===== src/lpcw_pkg.sv =====
/*
  lpcw_pkg: shared types, command codes and timing constants for the
  low-power cyclic wake sequencer and its host end.
  assumes a single 100 MHz system clock on both ends.
*/
package lpcw_pkg;
  // ----------------------------------------------------------------
  // clock and tick timing
  // ----------------------------------------------------------------
  localparam int CLK_PERIOD_NS = 10;                         // 100 MHz
  localparam int TICK_NS = 1000;                             // timers run in 1 us ticks
  localparam int TICK_CYC_DEF = TICK_NS / CLK_PERIOD_NS;     // cycles per tick
  localparam int DEGLITCH_NS = 30000;                        // 30 us sense filter
  localparam int DEGLITCH_CYC = DEGLITCH_NS / CLK_PERIOD_NS; // filter in cycles
  localparam int TW = 20;                                    // tick timer width

  // ----------------------------------------------------------------
  // durations in ticks (us)
  // ----------------------------------------------------------------
  localparam logic [TW-1:0] SENSE_MIN_US = 20'h00BB8;        // 3.0 ms
  localparam logic [TW-1:0] SENSE_MAX_US = 20'h7D000;        // 512 ms
  localparam logic [TW-1:0] SON_BASE_US = 20'h000C8;         // 200 us
  localparam logic [TW-1:0] RESET_US = 20'h003E8;            // 1.0 ms reset time
  localparam logic [TW-1:0] INT_PULSE_US = 20'h00064;        // 100 us int pulse
  localparam logic [3:0] CINT_MAX_SEL = 4'hE;                // index of 512 ms

  // ----------------------------------------------------------------
  // command words
  // ----------------------------------------------------------------
  localparam logic [15:0] CMD_READ_CODE = 16'h1B00;
  localparam logic [7:0] CMD_REFRESH_HI = 8'h5A;
  localparam logic [7:0] CMD_CINT_HI = 8'h56;
  localparam logic [15:0] CMD_WAKE = 16'h5C10;
  localparam logic [15:0] CMD_GO_NORMAL = 16'h5A00;
  localparam logic [7:0] LFSR_SEED = 8'hA5;

  // ----------------------------------------------------------------
  // types
  // ----------------------------------------------------------------
  typedef enum logic [3:0] {
    M_INIT_RESET = 4'h0,
    M_INIT = 4'h1,
    M_RESET = 4'h2,
    M_NORMAL_REQ = 4'h3,
    M_NORMAL = 4'h4,
    M_LP_OFF = 4'h5,
    M_LP_ON = 4'h6,
    M_SAFE = 4'h7
  } mode_t;

  typedef struct packed {
    logic can5v;
    logic aux;
    logic can;
    logic lin;
    logic can_wake;
    logic lin_wake;
    logic io_wake;
    logic io0_hs;
    logic io0_ls;
    logic io1_hs;
    logic io1_ls;
    logic [2:0] sense_sel;
    logic [1:0] son_sel;
  } cfg_t;

  typedef struct packed {
    logic vdd;
    logic can5v;
    logic aux_regulator;
    logic can_on;
    logic can_wake;
    logic can_term_gnd;
    logic lin_on;
    logic lin_pullup;
    logic lin_term;
    logic lin_wake;
    logic io_wake;
    logic io_wake_any;
    logic io0_hs;
    logic io0_ls;
    logic io1_hs;
    logic io1_ls;
  } pwr_t;
endpackage

===== src/lpcw_if.sv =====
/*
  lpcw_if: word-level command link between the host and the device.
  assumes both ends share clk_sys_i; cmd_valid and resp_valid are pulses.
*/
interface lpcw_if;
  // ----------------------------------------------------------------
  // signals
  // ----------------------------------------------------------------
  logic cmd_valid;      // host: one-cycle command strobe
  logic [15:0] cmd;     // host: command word
  logic resp_valid;     // device: one-cycle answer strobe
  logic [15:0] resp;    // device: answer word
  logic int_pulse;      // device: cyclic interrupt level pulse
  logic rst_req;        // device: reset to the host, active high

  modport dev (input cmd_valid, input cmd, output resp_valid, output resp, output int_pulse, output rst_req);
  modport host (output cmd_valid, output cmd, input resp_valid, input resp, input int_pulse, input rst_req);
endinterface


===== src/lpcw_device.sv =====
/*
  lpcw_device: device end of the low-power sequencer. per-mode supply
  and transceiver enables, cyclic contact sensing in both low-power
  modes and cyclic interrupt with code acknowledge in supply-on mode.
  assumes synchronous io inputs, one clock, host behaves per the link.
*/
module lpcw_device
  import lpcw_pkg::*;
#(
  parameter int TICK_CYC = TICK_CYC_DEF  // shorten in simulation
)
(
  // clock and reset
  input wire logic clk_sys_i,
  input wire logic rst_i,
  // link
  lpcw_if.dev link,
  // configuration and requests
  input wire cfg_t cfg_i,
  input wire logic debug_i,
  input wire logic lp_req_i,
  input wire logic lp_supply_on_i,
  input wire logic safe_i,
  input wire logic safe_case_a_i,
  // sensed io inputs (io1..io3)
  input wire logic [2:0] io_in_i,
  // outputs
  output pwr_t pwr_o,
  output mode_t mode_o,
  output logic wake_o
);
  // ----------------------------------------------------------------
  // period lookups
  // ----------------------------------------------------------------
  function automatic logic [TW-1:0] sense_ticks(input logic [2:0] sel);
    sense_ticks = (sel == 3'h7) ? SENSE_MAX_US : SENSE_MIN_US << sel;
  endfunction

  function automatic logic [TW-1:0] cint_ticks(input logic [3:0] sel);
    cint_ticks = (sel == CINT_MAX_SEL) ? SENSE_MAX_US : SENSE_MIN_US << sel[2:0];
  endfunction

  // ----------------------------------------------------------------
  // control state
  // ----------------------------------------------------------------
  mode_t mode, next_mode;
  logic [15:0] tick_cnt, next_tick_cnt;     // us divider
  logic [TW-1:0] rst_cnt, next_rst_cnt;     // reset-type mode duration
  logic [TW-1:0] sense_cnt, next_sense_cnt; // sense period / on-time
  logic sense_on, next_sense_on;
  logic [12:0] dg_cnt, next_dg_cnt;         // deglitch in cycles
  logic [TW-1:0] int_cnt, next_int_cnt;     // interrupt period
  logic [TW-1:0] int_w, next_int_w;         // interrupt pulse width
  logic int_seen, next_int_seen;            // first pulse issued
  logic acked, next_acked;
  logic code_read, next_code_read;
  logic [7:0] code, next_code;
  logic [7:0] lfsr, next_lfsr;              // code source, free running
  logic cint_en, next_cint_en;
  logic [3:0] cint_sel, next_cint_sel;
  logic [1:0] son_sel, next_son_sel;        // on-time, fixed in init
  logic io0_hs_sel, next_io0_hs_sel;        // pulsed side in low power
  logic dbg, next_dbg;                      // debug strap
  logic strap_done, next_strap_done;
  logic [2:0] io_prev, next_io_prev;
  logic wake, next_wake;
  logic rv, next_rv;
  logic [15:0] rw, next_rw;
  logic tick;
  logic ack_ok;
  logic int_q, next_int_q;                  // interrupt pin, registered
  logic rst_q, next_rst_q;                  // reset pin, registered

  assign tick = (tick_cnt == 16'(TICK_CYC - 1));

  // mode sequencing, timers, command decode
  always_comb
  begin
    next_mode = mode;
    next_tick_cnt = tick ? 16'h0000 : tick_cnt + 16'h0001;
    next_rst_cnt = rst_cnt;
    next_sense_cnt = sense_cnt;
    next_sense_on = sense_on;
    next_dg_cnt = 13'h0000;
    next_int_cnt = int_cnt;
    next_int_w = (tick && int_w != '0) ? int_w - 20'h00001 : int_w;
    next_int_seen = int_seen;
    next_acked = acked;
    next_code_read = code_read;
    next_code = code;
    next_lfsr = {lfsr[6:0], lfsr[7] ^ lfsr[5] ^ lfsr[4] ^ lfsr[3]};
    next_cint_en = cint_en;
    next_cint_sel = cint_sel;
    next_son_sel = son_sel;
    next_io0_hs_sel = io0_hs_sel;
    next_dbg = dbg;
    next_strap_done = 1'b1;
    next_io_prev = io_in_i;
    next_wake = 1'b0;
    next_rv = link.cmd_valid;
    next_rw = {4'h0, mode, lfsr};
    ack_ok = link.cmd_valid && link.cmd[15:8] == CMD_REFRESH_HI && code_read && link.cmd[7:0] == ~code;
    if (!strap_done)
      next_dbg = debug_i;
    // code read is honoured in any mode
    if (link.cmd_valid && link.cmd == CMD_READ_CODE)
    begin
      next_code = lfsr;
      next_code_read = 1'b1;
    end
    case (mode)
      M_INIT_RESET, M_RESET:
      begin
        if (tick)
          next_rst_cnt = rst_cnt - 20'h00001;
        if (tick && rst_cnt == 20'h00001)
          next_mode = (mode == M_INIT_RESET) ? M_INIT : M_NORMAL_REQ;
      end
      M_INIT, M_NORMAL_REQ:
      begin
        if (mode == M_INIT)
          next_son_sel = cfg_i.son_sel;
        if (link.cmd_valid && link.cmd == CMD_GO_NORMAL)
          next_mode = M_NORMAL;
      end
      M_NORMAL:
      begin
        // period command only takes effect in normal mode
        if (link.cmd_valid && link.cmd[15:8] == CMD_CINT_HI)
        begin
          next_cint_en = 1'b1;
          next_cint_sel = link.cmd[3:0];
        end
        if (lp_req_i)
        begin
          next_mode = lp_supply_on_i ? M_LP_ON : M_LP_OFF;
          next_io0_hs_sel = pwr_o.io0_hs;
          next_sense_cnt = sense_ticks(cfg_i.sense_sel);
          next_sense_on = 1'b0;
          next_int_cnt = cint_ticks(cint_sel);
          next_int_seen = 1'b0;
          next_acked = 1'b0;
          next_code_read = 1'b0;
        end
      end
      M_LP_OFF, M_LP_ON:
      begin
        // cyclic sensing in both low-power modes
        if (tick)
          next_sense_cnt = sense_cnt - 20'h00001;
        if (tick && sense_cnt == 20'h00001)
        begin
          next_sense_on = !sense_on;
          // on-time 200/400/800/1600 us, else restart the period
          next_sense_cnt = sense_on ? sense_ticks(cfg_i.sense_sel) : SON_BASE_US << son_sel;
        end
        // any wake input high, filtered for longer than 30 us
        if (sense_on && |io_in_i)
          next_dg_cnt = (dg_cnt == 13'(DEGLITCH_CYC)) ? dg_cnt : dg_cnt + 13'h0001;
        if (sense_on && |io_in_i && dg_cnt == 13'(DEGLITCH_CYC))
        begin
          next_wake = 1'b1;
          next_sense_on = 1'b0;
          next_mode = (mode == M_LP_ON) ? M_NORMAL_REQ : M_RESET;
          next_rst_cnt = RESET_US;
        end
        if (mode == M_LP_ON && cint_en)
        begin
          // cyclic interrupt only here
          if (tick)
            next_int_cnt = int_cnt - 20'h00001;
          if (ack_ok && int_seen)
            next_acked = 1'b1;
          if (tick && int_cnt == 20'h00001)
          begin
            // an acknowledge in this very cycle still counts
            if (!int_seen || acked || (ack_ok && int_seen))
            begin
              next_int_w = INT_PULSE_US;
              next_int_seen = 1'b1;
              next_acked = 1'b0;
              // a code read landing on the period end still counts
              next_code_read = link.cmd_valid && link.cmd == CMD_READ_CODE;
              next_int_cnt = cint_ticks(cint_sel);
            end
            else
            begin
              next_mode = M_RESET;
              next_rst_cnt = RESET_US;
            end
          end
          // wrong refresh after a pulse is an improper acknowledge
          if (link.cmd_valid && link.cmd[15:8] == CMD_REFRESH_HI && int_seen && !ack_ok)
          begin
            next_mode = M_RESET;
            next_rst_cnt = RESET_US;
          end
        end
        // wake command leaves supply-on low power
        if (mode == M_LP_ON && link.cmd_valid && link.cmd == CMD_WAKE)
          next_mode = M_NORMAL_REQ;
        if (next_mode != mode)
        begin
          next_int_w = '0;
          next_cint_en = 1'b0;
        end
      end
      M_SAFE:
      begin
        // wake on any io level change
        if (io_in_i != io_prev)
        begin
          next_wake = 1'b1;
          next_mode = M_RESET;
          next_rst_cnt = RESET_US;
        end
      end
      default: next_mode = M_INIT_RESET;
    endcase
    if (safe_i && mode != M_INIT_RESET && mode != M_SAFE)
      next_mode = M_SAFE;
    // pins come from flops; decoding the next values keeps their timing
    next_int_q = (next_int_w != '0);
    next_rst_q = (next_mode == M_INIT_RESET) || (next_mode == M_RESET);
  end

  always_ff @(posedge clk_sys_i or posedge rst_i)
  begin
    if (rst_i)
    begin
      mode <= M_INIT_RESET;
      tick_cnt <= 16'h0000;
      rst_cnt <= RESET_US;
      sense_cnt <= SENSE_MIN_US;
      sense_on <= 1'b0;
      dg_cnt <= 13'h0000;
      int_cnt <= SENSE_MIN_US;
      int_w <= '0;
      int_seen <= 1'b0;
      acked <= 1'b0;
      code_read <= 1'b0;
      code <= 8'h00;
      lfsr <= LFSR_SEED;
      cint_en <= 1'b0;
      cint_sel <= 4'h0;
      son_sel <= 2'h0;
      io0_hs_sel <= 1'b0;
      dbg <= 1'b0;
      strap_done <= 1'b0;
      io_prev <= 3'h0;
      wake <= 1'b0;
      rv <= 1'b0;
      rw <= 16'h0000;
      int_q <= 1'b0;
      rst_q <= 1'b1;
    end
    else
    begin
      mode <= next_mode;
      tick_cnt <= next_tick_cnt;
      rst_cnt <= next_rst_cnt;
      sense_cnt <= next_sense_cnt;
      sense_on <= next_sense_on;
      dg_cnt <= next_dg_cnt;
      int_cnt <= next_int_cnt;
      int_w <= next_int_w;
      int_seen <= next_int_seen;
      acked <= next_acked;
      code_read <= next_code_read;
      code <= next_code;
      lfsr <= next_lfsr;
      cint_en <= next_cint_en;
      cint_sel <= next_cint_sel;
      son_sel <= next_son_sel;
      io0_hs_sel <= next_io0_hs_sel;
      dbg <= next_dbg;
      strap_done <= next_strap_done;
      io_prev <= next_io_prev;
      wake <= next_wake;
      rv <= next_rv;
      rw <= next_rw;
      int_q <= next_int_q;
      rst_q <= next_rst_q;
    end
  end

  // ----------------------------------------------------------------
  // per-mode enables, one cycle behind the mode
  // ----------------------------------------------------------------
  pwr_t next_pwr, pwr;

  always_comb
  begin
    next_pwr = '0;
    next_pwr.vdd = 1'b1;
    case (mode)
      M_INIT_RESET:
      begin
        next_pwr.can_term_gnd = 1'b1;
        next_pwr.lin_pullup = 1'b1;
      end
      M_INIT, M_RESET, M_NORMAL_REQ:
      begin
        // 5v-can on by default only from a debug power-up
        next_pwr.can5v = (mode == M_INIT) ? dbg : pwr.can5v;
        next_pwr.io0_hs = pwr.io0_hs;
        next_pwr.io1_hs = pwr.io1_hs;
        next_pwr.io1_ls = pwr.io1_ls;
        next_pwr.io0_ls = 1'b0;
      end
      M_NORMAL:
      begin
        // everything follows configuration
        next_pwr.can5v = cfg_i.can5v;
        next_pwr.aux_regulator = cfg_i.aux;
        next_pwr.can_on = cfg_i.can;
        next_pwr.lin_on = cfg_i.lin;
        next_pwr.lin_term = cfg_i.lin;
        next_pwr.can_wake = cfg_i.can_wake;
        next_pwr.lin_wake = cfg_i.lin_wake;
        next_pwr.io_wake = cfg_i.io_wake;
        next_pwr.io0_hs = cfg_i.io0_hs;
        next_pwr.io0_ls = cfg_i.io0_ls;
        next_pwr.io1_hs = cfg_i.io1_hs;
        next_pwr.io1_ls = cfg_i.io1_ls;
      end
      M_LP_OFF, M_LP_ON:
      begin
        // transceivers, 5v-can, aux off; wake per configuration
        next_pwr.vdd = (mode == M_LP_ON);
        next_pwr.can_wake = cfg_i.can_wake;
        next_pwr.lin_wake = cfg_i.lin_wake;
        next_pwr.io_wake = cfg_i.io_wake;
        next_pwr.io0_hs = sense_on && io0_hs_sel;
        next_pwr.io0_ls = sense_on && !io0_hs_sel;
      end
      M_SAFE:
      begin
        next_pwr.vdd = safe_case_a_i;
        next_pwr.can5v = safe_case_a_i && pwr.can5v;
        next_pwr.can_wake = 1'b1;
        next_pwr.lin_wake = 1'b1;
        next_pwr.io_wake_any = 1'b1;
      end
      default: next_pwr.vdd = 1'b1;
    endcase
  end

  always_ff @(posedge clk_sys_i or posedge rst_i)
  begin
    if (rst_i)
      pwr <= '0;
    else
      pwr <= next_pwr;
  end

  assign pwr_o = pwr;
  assign mode_o = mode;
  assign wake_o = wake;
  assign link.resp_valid = rv;
  assign link.resp = rw;
  assign link.int_pulse = int_q;
  assign link.rst_req = rst_q;
endmodule


===== src/flat_wrapper.sv =====
// flat-port wrapper written by rule: the top's interface ports become plain ports
module lpcw_device_flat import lpcw_pkg::*;
#(
  parameter int TICK_CYC = TICK_CYC_DEF                          
)
  (clk_sys_i, rst_i, cfg_i, debug_i, lp_req_i, lp_supply_on_i, safe_i, safe_case_a_i, io_in_i, pwr_o, mode_o, wake_o, link_cmd_valid, link_cmd, link_resp_valid, link_resp, link_int_pulse, link_rst_req);
  lpcw_if link_i ();
  input wire logic clk_sys_i;
  input wire logic rst_i;
  input wire cfg_t cfg_i;
  input wire logic debug_i;
  input wire logic lp_req_i;
  input wire logic lp_supply_on_i;
  input wire logic safe_i;
  input wire logic safe_case_a_i;
  input wire logic [2:0] io_in_i;
  output pwr_t pwr_o;
  output mode_t mode_o;
  output logic wake_o;
  input wire logic [$bits(link_i.cmd_valid)-1:0] link_cmd_valid;
  input wire logic [$bits(link_i.cmd)-1:0] link_cmd;
  output wire logic [$bits(link_i.resp_valid)-1:0] link_resp_valid;
  output wire logic [$bits(link_i.resp)-1:0] link_resp;
  output wire logic [$bits(link_i.int_pulse)-1:0] link_int_pulse;
  output wire logic [$bits(link_i.rst_req)-1:0] link_rst_req;
  assign link_i.cmd_valid = link_cmd_valid;
  assign link_i.cmd = link_cmd;
  assign link_resp_valid = link_i.resp_valid;
  assign link_resp = link_i.resp;
  assign link_int_pulse = link_i.int_pulse;
  assign link_rst_req = link_i.rst_req;
  lpcw_device #(.TICK_CYC(TICK_CYC)) u_core (.clk_sys_i(clk_sys_i), .rst_i(rst_i), .link(link_i), .cfg_i(cfg_i), .debug_i(debug_i), .lp_req_i(lp_req_i), .lp_supply_on_i(lp_supply_on_i), .safe_i(safe_i), .safe_case_a_i(safe_case_a_i), .io_in_i(io_in_i), .pwr_o(pwr_o), .mode_o(mode_o), .wake_o(wake_o));
endmodule

===== config.mk =====
export PLATFORM = sky130hd
export DESIGN_NAME = lpcw_device_flat
export DESIGN_NICKNAME = d
export VERILOG_FILES = /design/src/lpcw_pkg.sv /design/src/lpcw_if.sv /design/src/lpcw_device.sv /design/src/flat_wrapper.sv
export SDC_FILE = /design/constraint.sdc
export NUM_CORES = 1
export LEC_CHECK = 0
export ABC_AREA = 1
export BUFFER_PORTS_ARGS = -buffer_cell sky130_fd_sc_hd__buf_2
export CAP_MARGIN = 20
export CORE_ASPECT_RATIO = 1.75
export CORE_MARGIN = 8
export CORE_UTILIZATION = 29
export DETAILED_ROUTE_END_ITERATION = 16
export GPL_ROUTABILITY_DRIVEN = 0
export PLACE_DENSITY = 0.47
export SLEW_MARGIN = 20
export SYNTH_ARGS = -nofsm -noshare
export SYNTH_HDL_FRONTEND = slang
export SYNTH_SLANG_ARGS = --single-unit

===== constraint.sdc =====
create_clock -name clk_sys_i -period 5.18 [get_ports clk_sys_i]
set_clock_uncertainty 0.05 [all_clocks]
set_input_delay 0.518 -clock clk_sys_i [delete_from_list [all_inputs] [get_ports clk_sys_i]]
set_output_delay 0.518 -clock clk_sys_i [all_outputs]
set_load 0.005 [all_outputs]

# Yosys cells after proc, flatten, opt, wreduce, memory -nomap -nowiden
# Index checks and enable logic that the tools add are counted.
# word_totals
ff_bits	176
input_bits	43
# op_classes
n_addsub	6
eq_ne	36
shifts	3
n_mux	84
bitwise	4
n_reduce_logical	52
# ops
operator	count
2-to-1 mux 20 bit	24
case mux 20 bit (2 select lines)	2
subtractor 20 x 1 -> 20 bit, second input constant	4
== test 20 x 1 -> 1 bit, second input constant	3
case mux 20 bit (3 select lines)	1
2-to-1 mux 4 bit	12
nonzero test 20 bit	2
left shift 12 x 3 -> 20 bit, first input constant	2
2-to-1 mux 13 bit	3
== test 16 x 15 -> 1 bit, second input constant	2
2-to-1 mux 1 bit	25
logical AND 1 bit	23
case mux 4 bit (5 select lines)	1
left shift 8 x 2 -> 20 bit, first input constant	1
case mux 1 bit (2 select lines)	9
adder 16 x 1 -> 16 bit, second input constant	1
== test 16 x 13 -> 1 bit, second input constant	1
== test 16 x 7 -> 1 bit, second input constant	1
== test 4 x 3 -> 1 bit, second input constant	4
== test 8 x 7 -> 1 bit, second input constant	2
2-to-1 mux 16 bit	1
inequality test 2 x 1 -> 1 bit, second input constant	8
AND reduction 3 bit	5
adder 13 x 1 -> 13 bit, second input constant	1
other kinds (28)	47

# Longest topological paths before layout
# Gate-level depths: netlist of run 1.
# depth
ltp_word	16
ltp_mapped	16

# Least setup slack after synthesis of run 1
# No wires, ideal clock.
# synth_timing
path_kind	register to register
startpoint	reg u_core.tick_cnt[0]
endpoint	reg u_core.rst_cnt[17]
arrival_ps	1887
slack_ps	3128
stages_incl_launch_ff	16
path_buffers	0
period_less_slack_ps	2052
path_cell_list	dfrtp_1 ha_1 inv_1 nor2_1 nand2_1 nor2_2 nand2_2 clkinv_2 nand2_2 inv_2 nand2_1 nor3_4 nand3_1 xnor2_1 nand2_1 inv_1
# synth_between
elab_chain_cells	6
# synth_lines
item	line_no	source
start, declared	lpcw_device.sv:47	logic [15:0] tick_cnt, next_tick_cnt;
start signal, assigned	lpcw_device.sv:260	tick_cnt <= next_tick_cnt;
== test 16 x 7 -> 1 bit *	lpcw_device.sv:74	assign tick = (tick_cnt == 16'(TICK_CYC - 1));
logical AND 1 bit	lpcw_device.sv:174	if (tick && int_cnt == 20'h00001)
2-to-1 mux 20 bit	lpcw_device.sv:174	
2-to-1 mux 20 bit	lpcw_device.sv:193	if (link.cmd_valid && link.cmd[15:8] == CMD_REFRESH_HI && int_seen && !ack_ok)
2-to-1 mux 20 bit	lpcw_device.sv:167	if (mode == M_LP_ON && cint_en)
case mux 20 bit (3 select lines)	lpcw_device.sv:111	case (mode)
end signal, assigned	lpcw_device.sv:261	rst_cnt <= next_rst_cnt;
end, declared	lpcw_device.sv:48	logic [TW-1:0] rst_cnt, next_rst_cnt;
# Every way passes the cells marked *; elsewhere a longest branch is shown, timed or not.
# A chain may end at the register's enable or synchronous reset.

# Final worst setup path of run 1
# layout_timing
startpoint	reg u_core.tick_cnt[0]
endpoint	reg u_core.sense_cnt[12]
# layout_between
elab_chain_cells	4
# layout_lines
item	line_no	source
== test 16 x 7 -> 1 bit *	lpcw_device.sv:74	
logical AND 1 bit	lpcw_device.sv:151	if (tick && sense_cnt == 20'h00001)
inequality test 3 x 1 -> 1 bit (no line) / 2-to-1 mux 20 bit (equally long branches)	-	
AND reduction 3 bit (no line) / case mux 20 bit (2 select lines) (equally long branches)	-	
end signal, assigned	lpcw_device.sv:262	sense_cnt <= next_sense_cnt;
end, declared	lpcw_device.sv:49	logic [TW-1:0] sense_cnt, next_sense_cnt;
# Marks and branches as above.

==> results of run 1 <==
## power groups by stage
stage	clock network (mW)	registers, mW	logic (mW)
floorplan	0	1.75	0.827
global route	1.39	1.82	1.29
CTS	1.36	1.79	1.15
finish	1.31	1.79	1.14
detailed placement	0	1.81	1.15
global placement	0	1.81	1.14
## critical path: cells and delay by family (launching register included)
kind                     cells  cell delay (ns)
AO/OA/AOI/OAI                1             0.28
adder cells (fa/ha/maj)      1             0.24
buffers and inverters        2             0.23
flip-flops                   1             0.38
AND/OR/NAND/NOR              7             1.71
## synthesized netlist by cell type (3+ instances only)
| cell type | n |
|---|---|
| nor2_2 | 5 |
| buf_4 | 11 |
| o31ai_1 | 6 |
| clkbuf_1 | 3 |
| xnor2_1 | 13 |
| a31oi_1 | 9 |
| nand3b_1 | 3 |
| dfrtp_1 | 147 |
| nand2_2 | 4 |
| o22ai_1 | 5 |
| o211ai_1 | 22 |
| or2_2 | 7 |
| nor2_1 | 193 |
| nor2_4 | 8 |
| nand2_4 | 4 |
| a21oi_1 | 49 |
| inv_1 | 195 |
| dfstp_2 | 25 |
| nand4_1 | 22 |
| nor3_1 | 32 |
| o221ai_1 | 4 |
| ha_1 | 15 |
| nand3_1 | 85 |
| buf_6 | 4 |
| inv_2 | 16 |
| nor4_1 | 18 |
| o21ai_0 | 58 |
| xor2_1 | 42 |
| buf_2 | 8 |
| nand2_1 | 228 |
| o21a_1 | 4 |
| o21ai_1 | 18 |
| a32o_1 | 3 |
## layer usage
layer / up-vias / routed length (µm)
li1: 4371 / -
met1: 4229 / 10910
met2: 160 / 16210
met3: 50 / 1062
met4: 6 / 920
met5: - / 34
## cell type report
| class | count | area, µm² | area share [%] |
|---|---|---|---|
| antenna | 1 | 2.502 | 0.02184 |
| clock buffer | 17 | 425.4 | 3.713 |
| multi-input combinational | 896 | 4735 | 41.32 |
| sequential | 172 | 4335 | 37.84 |
| timing repair buffer | 79 | 410.4 | 3.582 |
| clock inverter | 15 | 163.9 | 1.430 |
| tap | 460 | 575.6 | 5.023 |
| inverter | 214 | 810.8 | 7.076 |
## cells by family after synthesis
| logic type | Yosys count |
|---|---|
| AO/OA/AOI/OAI | 198 |
| XOR/XNOR | 55 |
| adder cells (fa/ha/maj) | 15 |
| buffers and inverters | 240 |
| flip-flops | 172 |
| multiplexers | 3 |
| other | 2 |
| AND/OR/NAND/NOR | 619 |
## final timing paths
path / from / to / depth (start not counted)
setup / recovery: u_core.tick_cnt[0] / u_core.sense_cnt[12] / 11
hold / removal: io_in_i[0] / u_core.io_prev[0] / 1
setup reg to reg: u_core.tick_cnt[0] / u_core.sense_cnt[12] / 11
hold reg to reg: u_core.lfsr[0] / u_core.lfsr[1] / 0
max in group asynchronous: rst_i / u_core.int_w[13] / 3
min in group asynchronous: rst_i / u_core.sense_cnt[15] / 3
## registers in the layout (all words and copies together), names as in the netlist, 2 cells and up
register,count
u_core.cint_sel,4
u_core.code,8
u_core.dg_cnt,13
u_core.int_cnt,20
u_core.int_w,20
u_core.io_prev,3
u_core.lfsr,8
u_core.link.resp,8
u_core.mode_o,4
u_core.pwr_o,14
u_core.rst_cnt,20
u_core.sense_cnt,20
u_core.son_sel,2
u_core.tick_cnt,16
## stage by stage
| step | instances | utilization [%] |
|---|---|---|
| after global routing | 1854 | 33.36 |
| after global placement | 1821 | 31.64 |
| after floorplan | 1308 | - |
| after detailed placement | 1821 | 31.64 |
| final | 1854 | 33.36 |
| after CTS | 1853 | 33.36 |
==> flow_metrics.tcl, run 1 <==
set metrics [dict create \
    die_w_um 156.7 \
    maxCapViolations 0 \
    via_per_inst 4.755 \
    clkSinkCount 172 \
    tritoncts "built" \
    dpl-instance-area_um2 10870 \
    rows 90 \
    cellLeakagePower_nw 5.303 \
    die_h_um 262.2 \
    yosysUniqueCellTypes 64 \
    cts_root_buf "clkbuf_16" \
    dp_slack_ns 2.201 \
    syn_inst 1304 \
    grt_overflow 0 \
    cp-start-kind "register" \
    stdcell_area_um2 11460 \
    drt_iter0_drc 398 \
    r2r_slack_ns 2.21 \
    timing.fmax_mhz 336.9 \
    clockBufferDepth 2 \
    postCtsHoldBufs 0 \
    track_usage_pct 14.73 \
    yosys.area_share.simple_pct 27.98 \
    endpoint_kind "register" \
    yosysSeqAreaShare_pct 43.18 \
    fillers 3693 \
    hold_viol 0 \
    drive_above_1_share_pct 14.00 \
    cts_setup_buffers 0 \
    syn_to_final_growth_pct 14.12 \
    path_cells "ha_1 > inv_1 > nor2_1 > nand2_1 > nor2_2 > nand2_2 > nor3_2 > nor2_4 > nor2_1 > inv_1 > a32o_1" \
    p_comb_share_pct 26.8 \
    io_pins 83 \
    port_buffers 78 \
    synth_top_area_share_pct 36.64 \
    synth_seq_cells 172 \
    initial_core_util_pct 29.23 \
    setup_slack_ns 2.212 \
    use_met1_pct 14.91 \
    crit_slowest_cell "nor3_2" \
    antenna_found_initial 4 \
    synth_top_family_by_area "simple AND/OR/NAND/NOR gates" \
    holdWs_ns 0.1778 \
    num_vias 8816 \
    tightestPinTransition_ns 1.010 \
    power.density_nw_per_um2 369.8 \
    finalSetupViolCount 0 \
    yosysTopAreaCell "dfrtp_1" \
    clk_pin_slew_ns 0.09 \
    post_cts_resized 0 \
    slew_headroom_pct 32.65 \
    p_seq_share_pct 42.3 \
    first_global_vias 9083 \
    use_met3_pct 3.046 \
    hold_path.class "input pin to register" \
    synth_compound_area_share_pct 11.96 \
    cts_buffers 17 \
    yosysWarnings 0 \
    cp.arrival_ns 3.27 \
    pwr-share-clk_pct 30.9 \
    yosys-top-cells-area "dfrtp_1 37%, nand2_1 8.5%, inv_1 7.3%" \
    syn_avg_cell_area_um2 7.700 \
    synth_fa_ha_area_share_pct 1.869 \
    synth_xor_area_share_pct 4.798 \
    drc 0 \
    grt_start_max_net_pins 173 \
    ys.flop_type "dfrtp_1" \
    crit_required_ns 5.48 \
    slowest_delay_ns 0.73 \
    power.switching_mw 1.625 \
    slew_violations 0 \
    p_total_mw 4.238 \
    synthMuxAreaShare_pct 0.3240 \
    synth_edf_count 0 \
    top_usage_layer "met2" \
    syn_area_um2 10040 \
    wl_per_cell_um 15.71 \
    hpwl_um 22400 \
    intPower_mw 2.613 \
    period_needed_ns 2.968 \
    crit_fanout 11 \
    tns_ns 0 \
    rsz0062_at_grt "no" \
    firstDrtPassIters 5 \
    switching_share_pct 38.35 \
    htree_levels 4 \
    layout_common_cells "228 x nand2_1, 194 x inv_1, 193 x nor2_1" \
    grt_use_met2_pct 28.31 \
    ant_nets 0 \
    critPathKind "register to register" \
    ir_drop_uv 255.6 \
    insertion_delay_ns 0.46 \
    final_common_cell "nand2_1" \
    fin_crit_sh_pct 57.30 \
    grt_pass1_wl_um 47220 \
    synthArstFlopShare_pct 100.0 \
    dieArea_um2 41070 \
    finalNetCount 1438 \
    wl_um 29130 \
    coreArea_um2 34350 \
    outcome "complete, no violations" \
]
(Power assumes the default switching activity.)
==> inputs of run 2 (changes only) <==
clock period = 2.5 ns   (was 5.18 ns; I/O delays follow)
==> flow_metrics.tcl, run 2 (synthesized netlist as in run 1, its figures left out) <==
set metrics [dict create \
    outcome "complete, no violations" \
    crit_fanout 13 \
    num_vias 9150 \
    port_buffers 78 \
    firstDrtPassIters 5 \
    grt_start_max_net_pins 36 \
    drt_iter0_drc 370 \
    hold-path-cell-count 3 \
    rr_worst_depth 12 \
    slew_headroom_pct 59.43 \
    insertion_delay_ns 0.46 \
    grt_pass1_wl_um 50650 \
    endpoint_kind "register" \
    drc 0 \
    cp.arrival_ns 2.63 \
    rows 90 \
    crit_required_ns 2.82 \
    cellLeakagePower_nw 5.736 \
    antenna-diode-count 0 \
    die_h_um 262.2 \
    hold_path.class "input pin to register" \
    multi_input_area_um2 4781 \
    critPathKind "input pin to register" \
    hold_viol 0 \
    dieArea_um2 41070 \
    finalSetupViolCount 0 \
    drive_above_1_share_pct 17.83 \
    cts_root_buf "clkbuf_16" \
    tritoncts "built" \
    syn_to_final_growth_pct 22.04 \
    hpwl_um 24290 \
    holdWs_ns 0.04305 \
    cts_buffers 17 \
    io_pins 83 \
    clkSinkCount 172 \
    power.density_nw_per_um2 758.8 \
    clk_pin_slew_ns 0.07 \
    ir_drop_uv 564.7 \
    tns_ns 0 \
    slew_violations 0 \
    dp_slack_ns 0.009605 \
    maxCapViolations 0 \
    period_needed_ns 2.312 \
    coreArea_um2 34350 \
    layout_common_cells "226 x nand2_1, 194 x inv_1, 192 x nor2_1" \
    dpl-instance-area_um2 11340 \
    grt_overflow 0 \
    rsz0062_at_grt "yes" \
    htree_levels 4 \
    clockBufferDepth 2 \
    die_w_um 156.7 \
    antenna_found_initial 1 \
    final_common_cell "nand2_1" \
    wl_um 30950 \
    tightestPinTransition_ns 0.6030 \
    setup_slack_ns 0.1880 \
    ant_nets 0 \
    r2r_slack_ns 0.22 \
    first_global_vias 9718 \
    stdcell_area_um2 12250 \
    timing.fmax_mhz 432.5 \
    fillers 3638 \
    cp-start-kind "input pin" \
    finalNetCount 1520 \
    wl_per_cell_um 15.99 \
    fin_crit_sh_pct 92.48 \
    track_usage_pct 15.78 \
    regArea_um2 4335 \
    initial_core_util_pct 29.23 \
    via_per_inst 4.729 \
]
run 2: worst paths after layout:
check                                     start                     to
worst min-delay path                  cfg_i[14]       u_core.pwr_o[13]
max in group asynchronous                 rst_i    u_core.sense_cnt[3]
worst min register to register   u_core.lfsr[0]         u_core.lfsr[1]
min in group asynchronous                 rst_i   u_core.sense_cnt[13]
worst max register to register  u_core.int_w[0]  u_core.link.int_pulse
worst max-delay path             link_cmd_valid       u_core.int_w[10]
run 2: cell type report:
class | instances | area share (%)
clock buffers | 17 | 3.471
clock inverters | 15 | 1.807
inverters | 214 | 6.749
multi-input cells | 896 | 39.01
flip-flops and latches | 172 | 35.38
well taps | 460 | 4.697
repair buffers | 161 | 8.883
run 2: what timing repair did:
action | CTS | global route
gates resized for setup | 1 | 18
setup endpoints to repair | 1 | 24
setup buffers | 0 | 1
cloned | 0 | 0
hold endpoints to repair | 27 | 0
hold buffers | 20 | 0
run 2: through the flow:
stage / total power, mW / std cells / util, %
floorplan: 5.346 / 1308 / -
global placement: 6.310 / 1882 / 33.01
detailed placement: 6.329 / 1882 / 33.01
CTS: 9.389 / 1934 / 35.48
global route: 9.875 / 1935 / 35.68
finish: 9.299 / 1935 / 35.68
run 2: report_power, final:
part	total (mW)	switching, mW	internal [mW]
combinational	2.64	1.67	0.969
clock	2.99	1.35	1.64
sequential	3.67	0.388	3.29
run 2: critical path, stage by stage:
cell and delay (ns):
dlygate4sd3_1 0.52, buf_2 0.20, nand3b_1 0.12, nor2_1 0.10, nand2_1 0.17, nor2_1 0.14
nand2_1 0.15, nand3_1 0.10, nand2_1 0.07, nand2_2 0.11, nand3_2 0.10, nand2_4 0.16
nand2_4 0.09, buf_4 0.20, nor2_1 0.15
run 2: routing by layer:
layer	track usage (%)	wire, µm	vias to the layer above	share of wire (%)
li1	-	-	4542	-
met1	16.26	11820	4350	38
met2	30.19	16990	200	55
met3	2.799	1028	58	3.3
met4	7.158	1108	0	3.6
met5	0	0	-	0
==> inputs of run 3 (changes only) <==
==> constraint.sdc (replaced) <==
create_clock -name clk_sys_i -period 2.5 [get_ports clk_sys_i]
set_clock_uncertainty 0.05 [all_clocks]
set_input_delay 0.5 -clock clk_sys_i [delete_from_list [all_inputs] [get_ports clk_sys_i]]
set_output_delay 0.5 -clock clk_sys_i [all_outputs]
set_load 0.005 [all_outputs]
==> flow_metrics.tcl, run 3 (synthesized netlist as in run 1, its figures left out) <==
set metrics [dict create \
    cellLeakagePower_nw 5.801 \
    hpwl_um 24580 \
    die_w_um 156.7 \
    coreArea_um2 34350 \
    pwr-share-clk_pct 31.1 \
    tritoncts "built" \
    critPathKind "register to register" \
    numPlacedInstances 1913 \
    layout_common_cells "226 x nand2_1, 194 x inv_1, 186 x nor2_1" \
    grt_overflow 0 \
    endpoint_kind "register" \
    holdWs_ns 0.1305 \
    p_seq_share_pct 40.2 \
    grt_start_max_net_pins 29 \
    tightestPinTransition_ns 0.7773 \
    syn_to_final_growth_pct 23.18 \
    rows 90 \
    track_usage_pct 15.42 \
    regArea_um2 4335 \
    grt_pass1_wl_um 49090 \
    power.density_nw_per_um2 738.5 \
    fin_crit_sh_pct 94.93 \
    finalNetCount 1531 \
    dp_slack_ns -0.1616 \
    ant_nets 0 \
    finalNonFillerCells 1948 \
    timing.fmax_mhz 421.4 \
    insertion_delay_ns 0.46 \
    num_vias 9077 \
    io_pins 83 \
    ir_drop_uv 536.9 \
    first_global_vias 9623 \
    drt_iter0_drc 384 \
    cp-start-kind "register" \
    wl_per_cell_um 15.60 \
    clockBufferDepth 2 \
    power.switching_mw 3.349 \
    drive_above_1_share_pct 20.46 \
    setup_slack_ns 0.1268 \
    switching_share_pct 36.67 \
    slew_headroom_pct 48.07 \
    cts_buffers 17 \
    fillers 3658 \
    intPower_mw 5.785 \
    via_per_inst 4.660 \
    crit_fanout 10 \
    final_common_cell "nand2_1" \
    p_comb_share_pct 28.6 \
    die_h_um 262.2 \
    antenna_found_initial 3 \
    cts_root_buf "clkbuf_16" \
    period_needed_ns 2.373 \
    crit_required_ns 2.78 \
    firstDrtPassIters 5 \
    wl_um 30390 \
    outcome "complete, no violations" \
    hold_viol 0 \
    initial_core_util_pct 29.23 \
    hold_path.class "input pin to asynchronous set/reset pin" \
    finalSetupViolCount 0 \
    cp.arrival_ns 2.65 \
    htree_levels 4 \
    maxCapViolations 0 \
    rsz0062_at_grt "yes" \
    drc 0 \
    clkSinkCount 172 \
    multi_input_area_um2 4851 \
    port_buffers 78 \
    slew_violations 0 \
    postCtsHoldBufs 0 \
    clk_pin_slew_ns 0.08 \
    dieArea_um2 41070 \
]
## run 3: cell count changes in the layout (fill, tap and decap cells not counted), sizes merged
cell         previous run  this run
inv                   219       220
diode                   0         2
dlygate4sd3            20         0
bufinv                  3         2
clkinvlp                2         3
buf                   141       172
clkinv                  5         4
## run 3: area by class of cell
class / count / share of cell area (%)
diodes: 2 / 0.04047
clock buffers: 17 / 3.440
clock inverters: 15 / 1.568
inverters: 214 / 6.626
multi-input cells: 896 / 39.22
flip-flops and latches: 172 / 35.05
well taps: 460 / 4.654
repair buffers: 172 / 9.398
## run 3: power by group through the flow
stage,combinational (mW),clock [mW],sequential (mW)
finish,2.61,2.84,3.67
global route,2.94,3.04,3.74
CTS,2.63,2.94,3.67
detailed placement,2.62,0,3.71
global placement,2.61,0,3.72
floorplan,1.71,0,3.63
## run 3: what timing repair did
action	4_1_cts	5_1_grt
gates resized for setup	6	25
hold endpoints to repair	0	0
setup buffers	0	1
pin swaps	0	5
endpoints found under the setup margin	9	38
## run 3: routing by layer
layer | vias to the layer above | GRT usage [%] | wire length, µm
met2 | 162 | 29.68 | 16800
met5 | - | 0 | 22
li1 | 4563 | - | -
met4 | 4 | 8.365 | 1365
met1 | 4283 | 14.88 | 11250
met3 | 65 | 3.309 | 961
## run 3: final timing paths
kind	start	endpoint	slack (ns)	cells past startpoint
worst max-delay path	u_core.tick_cnt[0]	u_core.link.int_pulse	0.13	16
worst min-delay path	rst_i	u_core.dg_cnt[5]	0.13	2
worst max register to register	u_core.tick_cnt[0]	u_core.link.int_pulse	0.13	16
worst min register to register	u_core.lfsr[0]	u_core.lfsr[1]	0.35	0
max in group asynchronous	rst_i	u_core.rst_cnt[3]	1.54	3
min in group clk_sys_i	io_in_i[2]	u_core.io_prev[2]	0.16	1
## run 3: worst max-delay path: stages (launching register included)
cell and delay, ns:
dfrtp_1 0.42, ha_4 0.17, inv_1 0.04, nor2_1 0.11, nand2_1 0.10, nor2_4 0.13
nand3_1 0.11, nor2_2 0.13, nand3_1 0.09, nand2_1 0.08, nand2_2 0.09, nand3_2 0.13
nand2_8 0.12, nand2_8 0.12, nor2_1 0.07, nor2_2 0.20, nand3_1 0.10
## run 3: metrics by stage
| stage | total power, mW | instance area, µm² | TNS, ns | util [%] |
|---|---|---|---|---|
| floorplan | 5.346 | 10060 | -33.26 | - |
| global placement | 6.328 | 11610 | -0.2279 | 33.80 |
| detailed placement | 6.335 | 11610 | -0.1791 | 33.80 |
| CTS | 9.240 | 12240 | 0 | 35.64 |
| global route | 9.717 | 12360 | -0.003722 | 36.00 |
| finish | 9.134 | 12370 | 0 | 36.01 |
